$ cat config.mk
export PLATFORM = sky130hd
export DESIGN_NAME = stot_transceiver
export DESIGN_NICKNAME = d
export VERILOG_FILES = /design/src/rtl/stot_pkg.sv /design/src/rtl/stot_stream_if.sv /design/src/rtl/stot_buf.sv /design/src/rtl/stot_transceiver.sv
export VERILOG_INCLUDE_DIRS = /design/src /design/src/rtl
export SDC_FILE = /design/constraint.sdc
export NUM_CORES = 1
export LEC_CHECK = 0
export BUFFER_PORTS_ARGS = -buffer_cell sky130_fd_sc_hd__buf_2
export CAP_MARGIN = 20
export CELL_PAD_IN_SITES_DETAIL_PLACEMENT = 0
export CELL_PAD_IN_SITES_GLOBAL_PLACEMENT = 1
export CORE_ASPECT_RATIO = 0.7
export CORE_MARGIN = 4
export CORE_UTILIZATION = 35
export CTS_CLUSTER_SIZE = 12
export DETAILED_ROUTE_END_ITERATION = 8
export GPL_ROUTABILITY_DRIVEN = 1
export PLACE_DENSITY = 0.64
export SLEW_MARGIN = 20
export SYNTH_ARGS = -nofsm -noshare
export SYNTH_HDL_FRONTEND = slang
export SYNTH_HIERARCHICAL = 1
export SYNTH_SLANG_ARGS = --single-unit
$ cat constraint.sdc
create_clock -name I_CLK -period 9 [get_ports I_CLK]
set_clock_uncertainty 0.2 [all_clocks]
set_input_delay 1.35 -clock I_CLK [delete_from_list [all_inputs] [get_ports I_CLK]]
set_output_delay 1.35 -clock I_CLK [all_outputs]
set_load 0.005 [all_outputs]
$ cat src/rtl/stot_map.svh
// Offsets, field positions, reset values and opcodes of the scan test transceiver
`ifndef STOT_MAP_SVH
`define STOT_MAP_SVH

`define STOT_IR_LEN 8
`define STOT_BSR_LEN 18
`define STOT_BCR_LEN 2

`define STOT_IR_RESET 8'hFF
`define STOT_IR_CAPTURE 8'h81
`define STOT_BCR_RESET 2'h2

`define STOT_OP_EXTEST 8'h00
`define STOT_OP_SAMPLE 8'h01
`define STOT_OP_INTEST 8'h02
`define STOT_OP_HIGHZ 8'h03
`define STOT_OP_CLAMP 8'h04
`define STOT_OP_BCRSCAN 8'h05
`define STOT_OP_RUNT 8'h06
`define STOT_OP_BYPASS 8'hFF

`define STOT_BCR_TOGGLE 2'h0
`define STOT_BCR_PSEUDO_RANDOM_PATTERN_GEN 2'h1
`define STOT_BCR_PSA 2'h2
`define STOT_BCR_IDLE 2'h3

`define STOT_BSR_OE 0
`define STOT_BSR_DIR 1
`define STOT_BSR_A_LSB 2
`define STOT_BSR_A_MSB 9
`define STOT_BSR_B_LSB 10
`define STOT_BSR_B_MSB 17

`define STOT_LFSR_TAPS 8'h8E
`define STOT_LFSR_SEED 8'h01

`define STOT_SYNC_W 22
`define STOT_SYNC_TCK 21
`define STOT_SYNC_TMS 20
`define STOT_SYNC_TDI 19
`define STOT_SYNC_HH 18
`define STOT_SYNC_OE 17
`define STOT_SYNC_DIR 16
`define STOT_SYNC_A_MSB 15
`define STOT_SYNC_A_LSB 8
`define STOT_SYNC_B_MSB 7
`define STOT_SYNC_B_LSB 0

`define STOT_WORD_W 2
`define STOT_WORD_ACT 1
`define STOT_WORD_BIT 0

`endif

$ cat src/rtl/stot_pkg.sv
// Types of the scan test transceiver
package stot_pkg;

  typedef enum logic [3:0] {
    TAP_RESET, TAP_IDLE, TAP_SEL_DR, TAP_CAP_DR, TAP_SHIFT_DR, TAP_EXIT1_DR, TAP_PAUSE_DR, TAP_EXIT2_DR,
    TAP_UPD_DR, TAP_SEL_IR, TAP_CAP_IR, TAP_SHIFT_IR, TAP_EXIT1_IR, TAP_PAUSE_IR, TAP_EXIT2_IR, TAP_UPD_IR
  } stot_tap_type;

  typedef logic [1:0] stot_word_type;

endpackage

$ cat src/rtl/stot_stream_if.sv
// Valid/ready word stream between the scan logic and its output buffer
`timescale 1ns/1ps
interface stot_stream_if import stot_pkg::*; ();
  logic valid;
  logic ready;
  stot_word_type data;

  modport prod (output valid, output data, input ready);
  modport cons (input valid, input data, output ready);
endinterface

$ cat src/rtl/stot_buf.sv
// Two-entry buffer with registered head word
`timescale 1ns/1ps
module stot_buf import stot_pkg::*; (
  input wire logic i_clk,
  input wire logic i_arst_n,
  stot_stream_if.cons in_s,
  stot_stream_if.prod out_s
);

  stot_word_type head_q;
  stot_word_type spare_q;
  logic head_v_q;
  logic spare_v_q;
  wire logic push = in_s.valid & in_s.ready;
  wire logic pop = head_v_q & out_s.ready;

  assign in_s.ready = ~spare_v_q;
  assign out_s.valid = head_v_q;
  assign out_s.data = head_q;

  always_ff @(posedge i_clk or negedge i_arst_n) begin
    if (!i_arst_n) begin
      head_q <= 2'h0;
      spare_q <= 2'h0;
      head_v_q <= 1'b0;
      spare_v_q <= 1'b0;
    end else if (pop) begin
      if (spare_v_q) begin
        head_q <= spare_q;
        spare_v_q <= 1'b0;
      end else if (push) begin
        head_q <= in_s.data;
      end else begin
        head_v_q <= 1'b0;
      end
    end else if (push) begin
      if (!head_v_q) begin
        head_q <= in_s.data;
        head_v_q <= 1'b1;
      end else begin
        spare_q <= in_s.data;
        spare_v_q <= 1'b1;
      end
    end
  end

endmodule

$ cat src/rtl/stot_transceiver.sv
// Octal bus transceiver with embedded boundary-scan test port
`timescale 1ns/1ps
`include "stot_map.svh"
module stot_transceiver import stot_pkg::*; (
  input wire logic I_CLK,
  input wire logic I_ARST_N,
  input wire logic I_TCK,
  input wire logic I_TMS,
  input wire logic I_TDI,
  input wire logic I_TMS_HH,
  input wire logic I_OE_N,
  input wire logic I_DIR,
  input wire logic [7:0] I_PORT_A_LINES,
  input wire logic [7:0] I_PORT_B_LINES,
  output logic [7:0] O_PORT_A_LINES,
  output logic O_PORT_A_OE_N,
  output logic [7:0] O_PORT_B_LINES,
  output logic O_PORT_B_OE_N,
  output logic O_TDO,
  output logic O_TDO_OE_N,
  output logic O_TEST_MODE
);

  function automatic logic [7:0] lfsr_step(input logic [7:0] s, input logic [7:0] d);
    logic fb;
    fb = ^(s & `STOT_LFSR_TAPS);
    lfsr_step = {s[6:0], fb} ^ d;
  endfunction

  //////////////////////////////////////////////////////////////////////////////////////////////
  // Pin synchronisers

  logic [`STOT_SYNC_W-1:0] sync1_q;
  logic [`STOT_SYNC_W-1:0] sync2_q;
  wire logic [`STOT_SYNC_W-1:0] pins_raw = {I_TCK, I_TMS, I_TDI, I_TMS_HH, I_OE_N, I_DIR,
                                             I_PORT_A_LINES, I_PORT_B_LINES};

  // Both stages rest at ones, the level a floating pulled-up pin shows
  always_ff @(posedge I_CLK or negedge I_ARST_N) begin
    if (!I_ARST_N) begin
      sync1_q <= '1;
      sync2_q <= '1;
    end else begin
      sync1_q <= pins_raw;
      sync2_q <= sync1_q;
    end
  end

  wire logic tck_s = sync2_q[`STOT_SYNC_TCK];
  wire logic tms_s = sync2_q[`STOT_SYNC_TMS];
  wire logic tdi_s = sync2_q[`STOT_SYNC_TDI];
  wire logic hh_s = sync2_q[`STOT_SYNC_HH];
  wire logic oe_n_s = sync2_q[`STOT_SYNC_OE];
  wire logic dir_s = sync2_q[`STOT_SYNC_DIR];
  wire logic [7:0] a_s = sync2_q[`STOT_SYNC_A_MSB:`STOT_SYNC_A_LSB];
  wire logic [7:0] b_s = sync2_q[`STOT_SYNC_B_MSB:`STOT_SYNC_B_LSB];

  //////////////////////////////////////////////////////////////////////////////////////////////
  // TCK edges and TAP controller

  logic tck_q;
  logic push_q;
  stot_tap_type tap_q;
  stot_tap_type tap_d;
  stot_stream_if push_if();
  stot_stream_if pop_if();

  wire logic tck_rise = tck_s & ~tck_q;
  wire logic tck_fall = ~tck_s & tck_q;
  // A rise is only acted on while the TDO buffer can take the word it produces
  wire logic step = tck_rise & push_if.ready;

  always_comb begin
    tap_d = tap_q;
    unique case (tap_q)
      TAP_RESET: tap_d = tms_s ? TAP_RESET : TAP_IDLE;
      TAP_IDLE: tap_d = tms_s ? TAP_SEL_DR : TAP_IDLE;
      TAP_SEL_DR: tap_d = tms_s ? TAP_SEL_IR : TAP_CAP_DR;
      TAP_CAP_DR: tap_d = tms_s ? TAP_EXIT1_DR : TAP_SHIFT_DR;
      TAP_SHIFT_DR: tap_d = tms_s ? TAP_EXIT1_DR : TAP_SHIFT_DR;
      TAP_EXIT1_DR: tap_d = tms_s ? TAP_UPD_DR : TAP_PAUSE_DR;
      TAP_PAUSE_DR: tap_d = tms_s ? TAP_EXIT2_DR : TAP_PAUSE_DR;
      TAP_EXIT2_DR: tap_d = tms_s ? TAP_UPD_DR : TAP_SHIFT_DR;
      TAP_UPD_DR: tap_d = tms_s ? TAP_SEL_DR : TAP_IDLE;
      TAP_SEL_IR: tap_d = tms_s ? TAP_RESET : TAP_CAP_IR;
      TAP_CAP_IR: tap_d = tms_s ? TAP_EXIT1_IR : TAP_SHIFT_IR;
      TAP_SHIFT_IR: tap_d = tms_s ? TAP_EXIT1_IR : TAP_SHIFT_IR;
      TAP_EXIT1_IR: tap_d = tms_s ? TAP_UPD_IR : TAP_PAUSE_IR;
      TAP_PAUSE_IR: tap_d = tms_s ? TAP_EXIT2_IR : TAP_PAUSE_IR;
      TAP_EXIT2_IR: tap_d = tms_s ? TAP_UPD_IR : TAP_SHIFT_IR;
      TAP_UPD_IR: tap_d = tms_s ? TAP_SEL_DR : TAP_IDLE;
    endcase
  end

  always_ff @(posedge I_CLK or negedge I_ARST_N) begin
    if (!I_ARST_N) begin
      tck_q <= 1'b1;
      push_q <= 1'b0;
      tap_q <= TAP_RESET;
    end else begin
      tck_q <= tck_s;
      push_q <= step;
      if (hh_s) begin
        tap_q <= TAP_RESET;
      end else if (step) begin
        tap_q <= tap_d;
      end
    end
  end

  wire logic in_reset = (tap_q == TAP_RESET);
  wire logic cap_dr = step & (tap_q == TAP_CAP_DR);
  wire logic shift_dr = step & (tap_q == TAP_SHIFT_DR);
  wire logic cap_ir = step & (tap_q == TAP_CAP_IR);
  wire logic shift_ir = step & (tap_q == TAP_SHIFT_IR);
  wire logic upd_dr = tck_fall & (tap_q == TAP_UPD_DR);
  wire logic upd_ir = tck_fall & (tap_q == TAP_UPD_IR);

  //////////////////////////////////////////////////////////////////////////////////////////////
  // Instruction register and decode

  logic [`STOT_IR_LEN-1:0] ir_sh_q;
  logic [`STOT_IR_LEN-1:0] ir_q;

  always_ff @(posedge I_CLK or negedge I_ARST_N) begin
    if (!I_ARST_N) begin
      ir_sh_q <= `STOT_IR_RESET;
      ir_q <= `STOT_IR_RESET;
    end else begin
      if (cap_ir) begin
        ir_sh_q <= `STOT_IR_CAPTURE;
      end else if (shift_ir) begin
        ir_sh_q <= {tdi_s, ir_sh_q[`STOT_IR_LEN-1:1]};
      end
      if (in_reset) begin
        ir_q <= `STOT_IR_RESET;
      end else if (upd_ir) begin
        ir_q <= ir_sh_q;
      end
    end
  end

  // Unknown opcodes fall through to bypass
  wire logic op_extest = (ir_q == `STOT_OP_EXTEST);
  wire logic op_sample = (ir_q == `STOT_OP_SAMPLE);
  wire logic op_intest = (ir_q == `STOT_OP_INTEST);
  wire logic op_highz = (ir_q == `STOT_OP_HIGHZ);
  wire logic op_clamp = (ir_q == `STOT_OP_CLAMP);
  wire logic op_runt = (ir_q == `STOT_OP_RUNT);
  wire logic sel_bsr = op_extest | op_sample | op_intest | op_runt;
  wire logic sel_bcr = (ir_q == `STOT_OP_BCRSCAN);
  wire logic test_mode = ~in_reset & (op_extest | op_intest | op_highz | op_clamp | op_runt);

  //////////////////////////////////////////////////////////////////////////////////////////////
  // Data registers

  logic [`STOT_BSR_LEN-1:0] bsr_sh_q;
  logic [`STOT_BSR_LEN-1:0] bsr_sh_d;
  logic [`STOT_BSR_LEN-1:0] bsr_upd_q;
  logic [`STOT_BSR_LEN-1:0] bsr_upd_d;
  logic [`STOT_BCR_LEN-1:0] bcr_sh_q;
  logic [`STOT_BCR_LEN-1:0] bcr_q;
  logic byp_q;

  wire logic dir_t = bsr_upd_q[`STOT_BSR_DIR];
  wire logic [7:0] sh_a = bsr_sh_q[`STOT_BSR_A_MSB:`STOT_BSR_A_LSB];
  wire logic [7:0] sh_b = bsr_sh_q[`STOT_BSR_B_MSB:`STOT_BSR_B_LSB];
  wire logic [7:0] upd_a = bsr_upd_q[`STOT_BSR_A_MSB:`STOT_BSR_A_LSB];
  wire logic [7:0] upd_b = bsr_upd_q[`STOT_BSR_B_MSB:`STOT_BSR_B_LSB];
  // Side that receives in test mode, and the side that drives
  wire logic [7:0] in_pins = dir_t ? a_s : b_s;
  wire logic [7:0] in_cells = dir_t ? sh_a : sh_b;
  wire logic [7:0] out_upd = dir_t ? upd_b : upd_a;
  wire logic [7:0] sig_next = lfsr_step(in_cells, in_pins);
  wire logic [7:0] pseudo_random_pattern_gen_raw = lfsr_step(out_upd, 8'h00);
  wire logic [7:0] pseudo_random_pattern_gen_next = (pseudo_random_pattern_gen_raw == 8'h00) ? `STOT_LFSR_SEED : pseudo_random_pattern_gen_raw;
  // Self-test runs only in Run-Test/Idle under the run instruction
  wire logic run_tick = step & (tap_q == TAP_IDLE) & op_runt;
  wire logic run_psa = run_tick & (bcr_q == `STOT_BCR_PSA);
  wire logic run_pseudo_random_pattern_gen = run_tick & (bcr_q == `STOT_BCR_PSEUDO_RANDOM_PATTERN_GEN);
  wire logic run_toggle = run_tick & (bcr_q == `STOT_BCR_TOGGLE);
  wire logic [7:0] in_new = run_psa ? sig_next : in_pins;
  wire logic [7:0] out_new = run_pseudo_random_pattern_gen ? pseudo_random_pattern_gen_next : ~out_upd;

  always_comb begin
    bsr_sh_d = bsr_sh_q;
    if (cap_dr & sel_bsr) begin
      bsr_sh_d = {b_s, a_s, dir_s, oe_n_s};
    end else if (shift_dr & sel_bsr) begin
      bsr_sh_d = {tdi_s, bsr_sh_q[`STOT_BSR_LEN-1:1]};
    end else if (run_psa | run_toggle) begin
      if (dir_t) begin
        bsr_sh_d[`STOT_BSR_A_MSB:`STOT_BSR_A_LSB] = in_new;
      end else begin
        bsr_sh_d[`STOT_BSR_B_MSB:`STOT_BSR_B_LSB] = in_new;
      end
    end
  end

  always_comb begin
    bsr_upd_d = bsr_upd_q;
    if (upd_dr & sel_bsr) begin
      bsr_upd_d = bsr_sh_q;
    end else if (run_pseudo_random_pattern_gen | run_toggle) begin
      if (dir_t) begin
        bsr_upd_d[`STOT_BSR_B_MSB:`STOT_BSR_B_LSB] = out_new;
      end else begin
        bsr_upd_d[`STOT_BSR_A_MSB:`STOT_BSR_A_LSB] = out_new;
      end
    end
  end

  always_ff @(posedge I_CLK or negedge I_ARST_N) begin
    if (!I_ARST_N) begin
      bsr_sh_q <= 18'h3_FFFF;
      bsr_upd_q <= 18'h3_FFFF;
    end else begin
      bsr_sh_q <= bsr_sh_d;
      bsr_upd_q <= bsr_upd_d;
    end
  end

  always_ff @(posedge I_CLK or negedge I_ARST_N) begin
    if (!I_ARST_N) begin
      bcr_sh_q <= `STOT_BCR_RESET;
      bcr_q <= `STOT_BCR_RESET;
      byp_q <= 1'b0;
    end else begin
      if (cap_dr & sel_bcr) begin
        bcr_sh_q <= bcr_q;
      end else if (shift_dr & sel_bcr) begin
        bcr_sh_q <= {tdi_s, bcr_sh_q[`STOT_BCR_LEN-1]};
      end
      if (in_reset) begin
        bcr_q <= `STOT_BCR_RESET;
      end else if (upd_dr & sel_bcr) begin
        bcr_q <= bcr_sh_q;
      end
      if (cap_dr) begin
        byp_q <= 1'b0;
      end else if (shift_dr) begin
        byp_q <= tdi_s;
      end
    end
  end

  //////////////////////////////////////////////////////////////////////////////////////////////
  // TDO path through the two-entry buffer

  wire logic shifting = (tap_q == TAP_SHIFT_DR) | (tap_q == TAP_SHIFT_IR);
  wire logic dr_lsb = sel_bsr ? bsr_sh_q[0] : (sel_bcr ? bcr_sh_q[0] : byp_q);
  wire logic tdo_bit = (tap_q == TAP_SHIFT_IR) ? ir_sh_q[0] : dr_lsb;

  // Word is formed the cycle after a rise, once the shift registers have settled
  assign push_if.valid = push_q;
  assign push_if.data = {shifting, tdo_bit};
  assign pop_if.ready = tck_fall;

  stot_buf u_buf (
    .i_clk(I_CLK),
    .i_arst_n(I_ARST_N),
    .in_s(push_if),
    .out_s(pop_if)
  );

  wire logic tdo_pop = pop_if.valid & tck_fall;

  always_ff @(posedge I_CLK or negedge I_ARST_N) begin
    if (!I_ARST_N) begin
      O_TDO <= 1'b1;
      O_TDO_OE_N <= 1'b1;
    end else if (tdo_pop) begin
      O_TDO <= pop_if.data[`STOT_WORD_ACT] ? pop_if.data[`STOT_WORD_BIT] : 1'b1;
      O_TDO_OE_N <= ~pop_if.data[`STOT_WORD_ACT];
    end
  end

  //////////////////////////////////////////////////////////////////////////////////////////////
  // Transceiver data path

  wire logic norm_b = ~oe_n_s & dir_s;
  wire logic norm_a = ~oe_n_s & ~dir_s;
  wire logic test_on = ~bsr_upd_q[`STOT_BSR_OE] & ~op_highz;
  wire logic test_b = test_on & dir_t;
  wire logic test_a = test_on & ~dir_t;
  // Normal path ignores all test state except the mode decode
  wire logic drive_b = test_mode ? test_b : norm_b;
  wire logic drive_a = test_mode ? test_a : norm_a;
  wire logic [7:0] val_b = test_mode ? upd_b : a_s;
  wire logic [7:0] val_a = test_mode ? upd_a : b_s;

  always_ff @(posedge I_CLK or negedge I_ARST_N) begin
    if (!I_ARST_N) begin
      O_PORT_A_LINES <= 8'hFF;
      O_PORT_B_LINES <= 8'hFF;
      O_PORT_A_OE_N <= 1'b1;
      O_PORT_B_OE_N <= 1'b1;
      O_TEST_MODE <= 1'b0;
    end else begin
      O_PORT_A_LINES <= val_a;
      O_PORT_B_LINES <= val_b;
      O_PORT_A_OE_N <= ~drive_a;
      O_PORT_B_OE_N <= ~drive_b;
      O_TEST_MODE <= test_mode;
    end
  end

endmodule

==> results.sh, run 1 <==
export IMPL_cts_tree="built"
export IMPL_worst_pin_slew_ns=1.02
export IMPL_ys_types=64
export IMPL_hold_buffers=0
export IMPL_fin_crit_sh=0.424
export IMPL_grt_max_degree=79
export IMPL_p_leak_nw=2.93
export IMPL_ys_ff_latch=134
export IMPL_drt_iter0_markers=474
export IMPL_cts_buffers=17
export IMPL_antenna_left=0
export IMPL_dp_cells=864
export IMPL_hold_class="flop to flop"
export IMPL_synthCells=618
export IMPL_cp_required_ns=9.14
export IMPL_synth_edf_count=0
export IMPL_crit_type="flop to flop"
export IMPL_clockBufferDepth=2
export IMPL_fin_ws_ns=5.18
export IMPL_top_usage_layer="met1"
export IMPL_ctsResizeCount=0
export IMPL_yosysWarnings=6
export IMPL_power_density_nw_per_um2=196
export IMPL_clkSlewWorstSetupHoldPaths_ns=0.06
export IMPL_n_fill_cell=1708
export IMPL_grt_usage=0.173
export IMPL_grt_pass1_vias=4698
export IMPL_total_power_mw=1.48
export IMPL_cp_max_fo=34
export IMPL_wl_per_cell_um=19.4
export IMPL_grtUsageMet3=0.0431
export IMPL_yosysSeqAreaShare=0.537
export IMPL_met2_usage=0.220
export IMPL_fin_nets=671
export IMPL_antenna_cells=0
export IMPL_peakVddDrop_uv=68.1
export IMPL_status="finished, final reports clean"
export IMPL_hold_viol=0
export IMPL_ys_async_sr_fraction=1.00
export IMPL_post_route_drc_count=0
export IMPL_rows=41
export IMPL_ios=45
export IMPL_max_cap_violations=0
export IMPL_cp_start_kind="flop"
export IMPL_setup_viol=0
export IMPL_die_width_um=171
export IMPL_port_buffers=44
export IMPL_area_growth_syn_to_layout_pct=15.3
export IMPL_endpoint_kind="flop"
export IMPL_hpwl_mm=11.8
export IMPL_slew_limit_headroom=0.313
export IMPL_min_period_ns=3.82
export IMPL_synth_ff_type="dfstp_2"
export IMPL_drt_wl_total_mm=17.4
export IMPL_grtUsageMet1=0.281
export IMPL_antenna_found_initial=0
export IMPL_die_area_um2=20900
export IMPL_clock_latency_ns=0.42
export IMPL_fmax_mhz=262
export IMPL_grt_pass1_wl_mm=27.7
export IMPL_first_pass_iters=5
export IMPL_syn_area_um2=6530
export IMPL_instances_no_fill=896
export IMPL_synth_nets=642
export IMPL_clock_sinks=134
export IMPL_place_gp_congestion=0.859
export IMPL_placeableCoreArea_um2=18200
export IMPL_avgSynthCellArea_um2=10.6
export IMPL_fin_tns_setup_ns=0
export IMPL_post_place_ws_ns=5.24
export IMPL_critPathArrivalTime_ns=3.95
export IMPL_vias_per_cell=5.62
export IMPL_vias=5036
export IMPL_start_util=0.359
export IMPL_drive_gt1_frac=0.361
export IMPL_htreeDepth=4
export IMPL_cts_setup_buffers=0
export IMPL_root_buffer="clkbuf_16"
export IMPL_drv_slew=0
export IMPL_die_h_um=122
export IMPL_rsz0062_at_grt="no"
export IMPL_overflow=0
-- through the flow --
stage	hold slack, ns	area [µm²]	utilization
final	0.154	7530	0.414
after global routing	0.159	7530	0.414
after CTS	0.155	7530	0.414
after detailed placement	0.147	6930	0.382
after global placement	0.146	6930	0.382
after floorplan	0.145	6530	-
-- per-layer routing --
metal,wire length [µm],vias to the layer above,share of wire
li1,-,2337,-
met1,9240,2522,0.53
met2,6840,159,0.39
met3,1120,18,0.065
met4,221,0,0.013
met5,0,-,0
-- kinds of logic after synthesis --
logic type / Yosys count / synth area share
AOI/OAI and AO/OA: 142 / 0.149
DFF: 134 / 0.537
xor gates and xnor gates: 16 / 0.0215
and+or+nand+nor: 214 / 0.171
muxes: 49 / 0.0815
buffers and inverters: 63 / 0.0399
-- cell usage in the layout, fill, tap and decap left out, types with 4 or more instances in the layout --
| master | count |
|---|---|
| a222oi_1 | 4 |
| o211ai_1 | 18 |
| buf_2 | 43 |
| a22oi_1 | 5 |
| nand4_1 | 4 |
| or3_1 | 12 |
| a21oi_1 | 21 |
| mux2_2 | 25 |
| clkbuf_16 | 17 |
| nor3_1 | 25 |
| o31ai_1 | 7 |
| nor4_1 | 13 |
| clkbuf_8 | 7 |
| xor2_1 | 10 |
| nor2_1 | 29 |
| and3_1 | 8 |
| dfstp_2 | 119 |
| dfrtp_1 | 15 |
| nand3_1 | 40 |
| buf_4 | 6 |
| nand2_1 | 54 |
| o21ai_0 | 32 |
| a31oi_1 | 5 |
| o22a_1 | 5 |
| or4_1 | 4 |
| inv_1 | 22 |
| o22ai_1 | 12 |
| xnor2_1 | 6 |
| o31a_1 | 9 |
| mux2i_1 | 22 |
-- synth_stat cells (3+ instances only) --
library cell	number	area, µm²
dfstp_2	119	3130
nand2_1	54	203
nand3_1	40	200
o21ai_0	32	160
clkbuf_1	30	113
nor2_1	29	109
mux2_2	25	282
nor3_1	25	125
inv_1	22	82.6
mux2i_1	22	220
a21oi_1	21	105
o211ai_1	18	135
dfrtp_1	15	375
nor4_1	14	87.6
o22ai_1	12	75.1
or3_1	12	75.1
xor2_1	10	87.6
o31a_1	9	78.8
and3_1	8	50.1
buf_2	7	35.0
o31ai_1	7	52.6
xnor2_1	6	52.6
a22oi_1	5	37.5
a31oi_1	5	31.3
o22a_1	5	43.8
a222oi_1	4	40.0
nand4_1	4	25.0
or4_1	4	30.0
a211oi_2	3	37.5
and4_1	3	26.3
nor2b_1	3	18.8
nor4bb_1	3	30.0
-- layout make-up --
type / instances / area [µm²] / area share
inverters: 23 / 86.3 / 0.0115
flip-flops and latches: 134 / 3500 / 0.465
clock inverters: 6 / 63.8 / 0.00848
multi-input cells: 421 / 2780 / 0.369
repair buffers: 50 / 272 / 0.0361
clock buffers: 26 / 529 / 0.0703
well taps: 236 / 295 / 0.0392
-- state kept, by name, indices dropped and copies added, names as in the netlist, 4 cells and up --
signal,flops
sync1_q,22
ir_q,8
O_PORT_A_LINES,8
tap_q,4
bsr_sh_q,18
bsr_upd_q,18
sync2_q,22
O_PORT_B_LINES,8
ir_sh_q,8
-- worst max-delay path, stage by stage (launching register included) --
cell	delay (ns)
dfrtp_1	0.97
or4b_4	0.56
or4_1	0.88
o41ai_1	0.76
o21ai_0	0.20
o22ai_1	0.16
-- final timing paths --
check | from | to | slack (ns) | depth (start not counted)
hold reg to reg | sync1_q[19]$_DFF_PN1_ | sync2_q[19]$_DFF_PN1_ | 0.15 | 0
min in group asynchronous | I_ARST_N | bcr_sh_q[0]$_DFFE_PN0P_ | 0.70 | 1
max in group asynchronous | I_ARST_N | tap_q[3]$_DFFE_PN0P_ | 6.56 | 2
setup / recovery | tap_q[0]$_DFFE_PN0P_ | bsr_sh_q[17]$_DFFE_PN1P_ | 5.18 | 5
hold / removal | sync1_q[19]$_DFF_PN1_ | sync2_q[19]$_DFF_PN1_ | 0.15 | 0
setup reg to reg | tap_q[0]$_DFFE_PN0P_ | bsr_sh_q[17]$_DFFE_PN1P_ | 5.18 | 5
-- power breakdown --
group          leakage [nW]  switching, mW  internal (mW)
Sequential             1.44         0.0347          0.649
Clock                 0.289          0.260          0.431
Combinational          1.19         0.0588         0.0453
Total                  2.93          0.353           1.13
Power figures use the tool's default switching activity.
==> run 2: changes to the inputs <==
--- a/config.mk
+++ b/config.mk
@@ -16,7 +16,7 @@
 export CTS_CLUSTER_SIZE = 12
 export DETAILED_ROUTE_END_ITERATION = 8
 export GPL_ROUTABILITY_DRIVEN = 1
-export PLACE_DENSITY = 0.64
+export PLACE_DENSITY = 0.66
 export SLEW_MARGIN = 20
 export SYNTH_ARGS = -nofsm -noshare
 export SYNTH_HDL_FRONTEND = slang
==> constraint.sdc (replaced) <==
create_clock -name I_CLK -period 3.2 [get_ports I_CLK]
set_clock_uncertainty 0.2 [all_clocks]
set_input_delay 0.48 -clock I_CLK [delete_from_list [all_inputs] [get_ports I_CLK]]
set_output_delay 0.48 -clock I_CLK [all_outputs]
set_load 0.005 [all_outputs]
==> run 2 against run 1 <==
Critical path depth up 2. Via count up 3.3%. Non-clock buffer count up 42. Global-route usage up 0.50 points. First-iteration DRC count up 20%. Final cell count up 4.7%. Worst setup slack worse by 5.0 ns. Sequential share of layout area down 2.5 points.
==> results.sh, run 2 (synthesis results as in run 1) <==
export IMPL_placeableCoreArea_um2=18200
export IMPL_grt_pass1_vias=5022
export IMPL_power_density_nw_per_um2=549
export IMPL_cp_start_kind="flop"
export IMPL_max_cap_violations=0
export IMPL_clock_sinks=134
export IMPL_timing_hold_worst_start="sync1_q[11]$_DFF_PN1_"
export IMPL_intPower_mw=3.32
export IMPL_vias=5201
export IMPL_seq_area_um2=3500
export IMPL_min_period_ns=3.03
export IMPL_peakVddDrop_uv=342
export IMPL_layout_common_cells="119 x dfstp_2, 54 x nand2_1, 43 x buf_2"
export IMPL_rows=41
export IMPL_setup_viol=0
export IMPL_fin_tns_setup_ns=0
export IMPL_sw_frac_of_total=0.241
export IMPL_p_leak_nw=3.12
export IMPL_port_buffers=44
export IMPL_drive_gt1_frac=0.370
export IMPL_post_route_drc_count=0
export IMPL_cp_required_ns=3.35
export IMPL_hpwl_mm=12.2
export IMPL_vias_per_cell=5.54
export IMPL_status="finished, final reports clean"
export IMPL_grt_usage=0.178
export IMPL_hold_viol=0
export IMPL_clockBufferDepth=2
export IMPL_instances_no_fill=938
export IMPL_fin_nets=713
export IMPL_ios=45
export IMPL_p_sw_mw=1.05
export IMPL_drv_slew=0
export IMPL_critPathLaunch="sync2_q[21]$_DFF_PN1_"
export IMPL_rsz0062_at_grt="no"
export IMPL_start_util=0.359
export IMPL_crit_end="bsr_sh_q[15]$_DFFE_PN1P_"
export IMPL_dp_cells=883
export IMPL_combPwrFrac=0.080
export IMPL_endpoint_kind="flop"
export IMPL_fin_crit_sh=0.946
export IMPL_slew_limit_headroom=0.419
export IMPL_cts_tree="built"
export IMPL_n_fill_cell=1715
export IMPL_clock_latency_ns=0.43
export IMPL_seq_power_share=0.438
export IMPL_fin_ws_ns=0.174
export IMPL_cts_buffers=17
export IMPL_root_buffer="clkbuf_16"
export IMPL_multi_input_area_um2=2780
export IMPL_first_pass_iters=6
export IMPL_wl_per_cell_um=19.0
export IMPL_hold_class="flop to flop"
export IMPL_antenna_found_initial=0
export IMPL_clkSlewWorstSetupHoldPaths_ns=0.06
export IMPL_antenna_left=0
export IMPL_r2r_start="sync2_q[21]$_DFF_PN1_"
export IMPL_overflow=0
export IMPL_fmax_mhz=330
export IMPL_final_common_cell="dfstp_2"
export IMPL_grt_pass1_wl_mm=28.8
export IMPL_die_width_um=171
export IMPL_post_place_ws_ns=0.159
export IMPL_reg_top3="sync1_q (22), sync2_q (22)"
export IMPL_die_h_um=122
export IMPL_rr_endpoint="bsr_sh_q[15]$_DFFE_PN1P_"
export IMPL_drt_iter0_markers=570
export IMPL_place_area_um2=7080
export IMPL_drt_wl_total_mm=17.9
export IMPL_power_clock_fraction=0.483
export IMPL_antenna_cells=0
export IMPL_place_gp_congestion=0.863
export IMPL_htreeDepth=4
export IMPL_die_area_um2=20900
export IMPL_worst_pin_slew_ns=0.871
export IMPL_grt_max_degree=91
export IMPL_cp_max_fo=19
export IMPL_area_growth_syn_to_layout_pct=21.9
export IMPL_holdPathStages=0
export IMPL_fin_area_um2=7950
export IMPL_critPathArrivalTime_ns=3.18
export IMPL_crit_type="flop to flop"
export IMPL_reg2reg_slack_ns=0.17
export IMPL_reg2regPathDepth=7
run 2: cell count changes in the layout (fill, tap and decap cells not counted), moves of 3 or more:
cell,before,now
dlygate4sd3_1,0,23
buf_4,6,24
clkbuf_8,7,1
bufinv_16,1,4
inv_6,0,3
run 2: final cells by class:
cell class,instances,area share
clock inverters,14,0.0249
multi-input cells,421,0.349
well taps,236,0.0371
repair buffers,92,0.0826
flip-flops and latches,134,0.440
inverters,23,0.0109
clock buffers,18,0.0552
run 2: power by group through the flow:
stage | Clock, mW | Sequential (mW) | Combinational [mW]
finish | 2.11 | 1.91 | 0.348
global route | 2.25 | 1.92 | 0.386
CTS | 2.16 | 1.91 | 0.350
detailed placement | 0 | 1.93 | 0.327
global placement | 0 | 1.93 | 0.317
floorplan | 0 | 1.91 | 0.190
run 2: worst min path at each step:
stage | endpoint | slack (ns)
4_1_cts | sync2_q[11]$_DFF_PN1_ | 0.15
5_1_grt | sync2_q[0]$_DFF_PN1_ | 0.15
2_1_floorplan | O_TEST_MODE$_DFF_PN0_ | -0.02
3_3_place_gp | sync2_q[19]$_DFF_PN1_ | 0.15
6_report | sync2_q[11]$_DFF_PN1_ | 0.15
3_5_place_dp | sync2_q[14]$_DFF_PN1_ | 0.15
run 2: critical path: stages (launching register included):
cell and delay [ns]:
dfstp_2 0.57, or4bb_1 0.52, or4_1 0.54, buf_4 0.26, o31a_1 0.28, or3_1 0.36, o211ai_1 0.12, nand2_1 0.07
run 2: layer usage:
metal  global-route usage  vias to the layer above  wire length [µm]
met5                    0                        -                 0
met4               0.0510                        0               111
met3               0.0592                       12              1480
met2                0.235                      182              7210
met1                0.275                     2588              9060
li1                     -                     2419                 -
run 2: per-stage QoR:
stage,hold slack [ns],util,power (mW)
after floorplan,-0.0156,-,2.10
after global placement,0.145,0.390,2.25
after detailed placement,0.147,0.390,2.26
after CTS,0.154,0.438,4.42
after global routing,0.155,0.438,4.56
final,0.154,0.438,4.37
run 2: what timing repair did:
action                                  in CTS  in global routing
buffers inserted                             0                  0
hold buffers                                23                  0
endpoints found under the setup margin       0                  1
resized for setup                            0                  1
endpoints found under the hold margin       30                  0
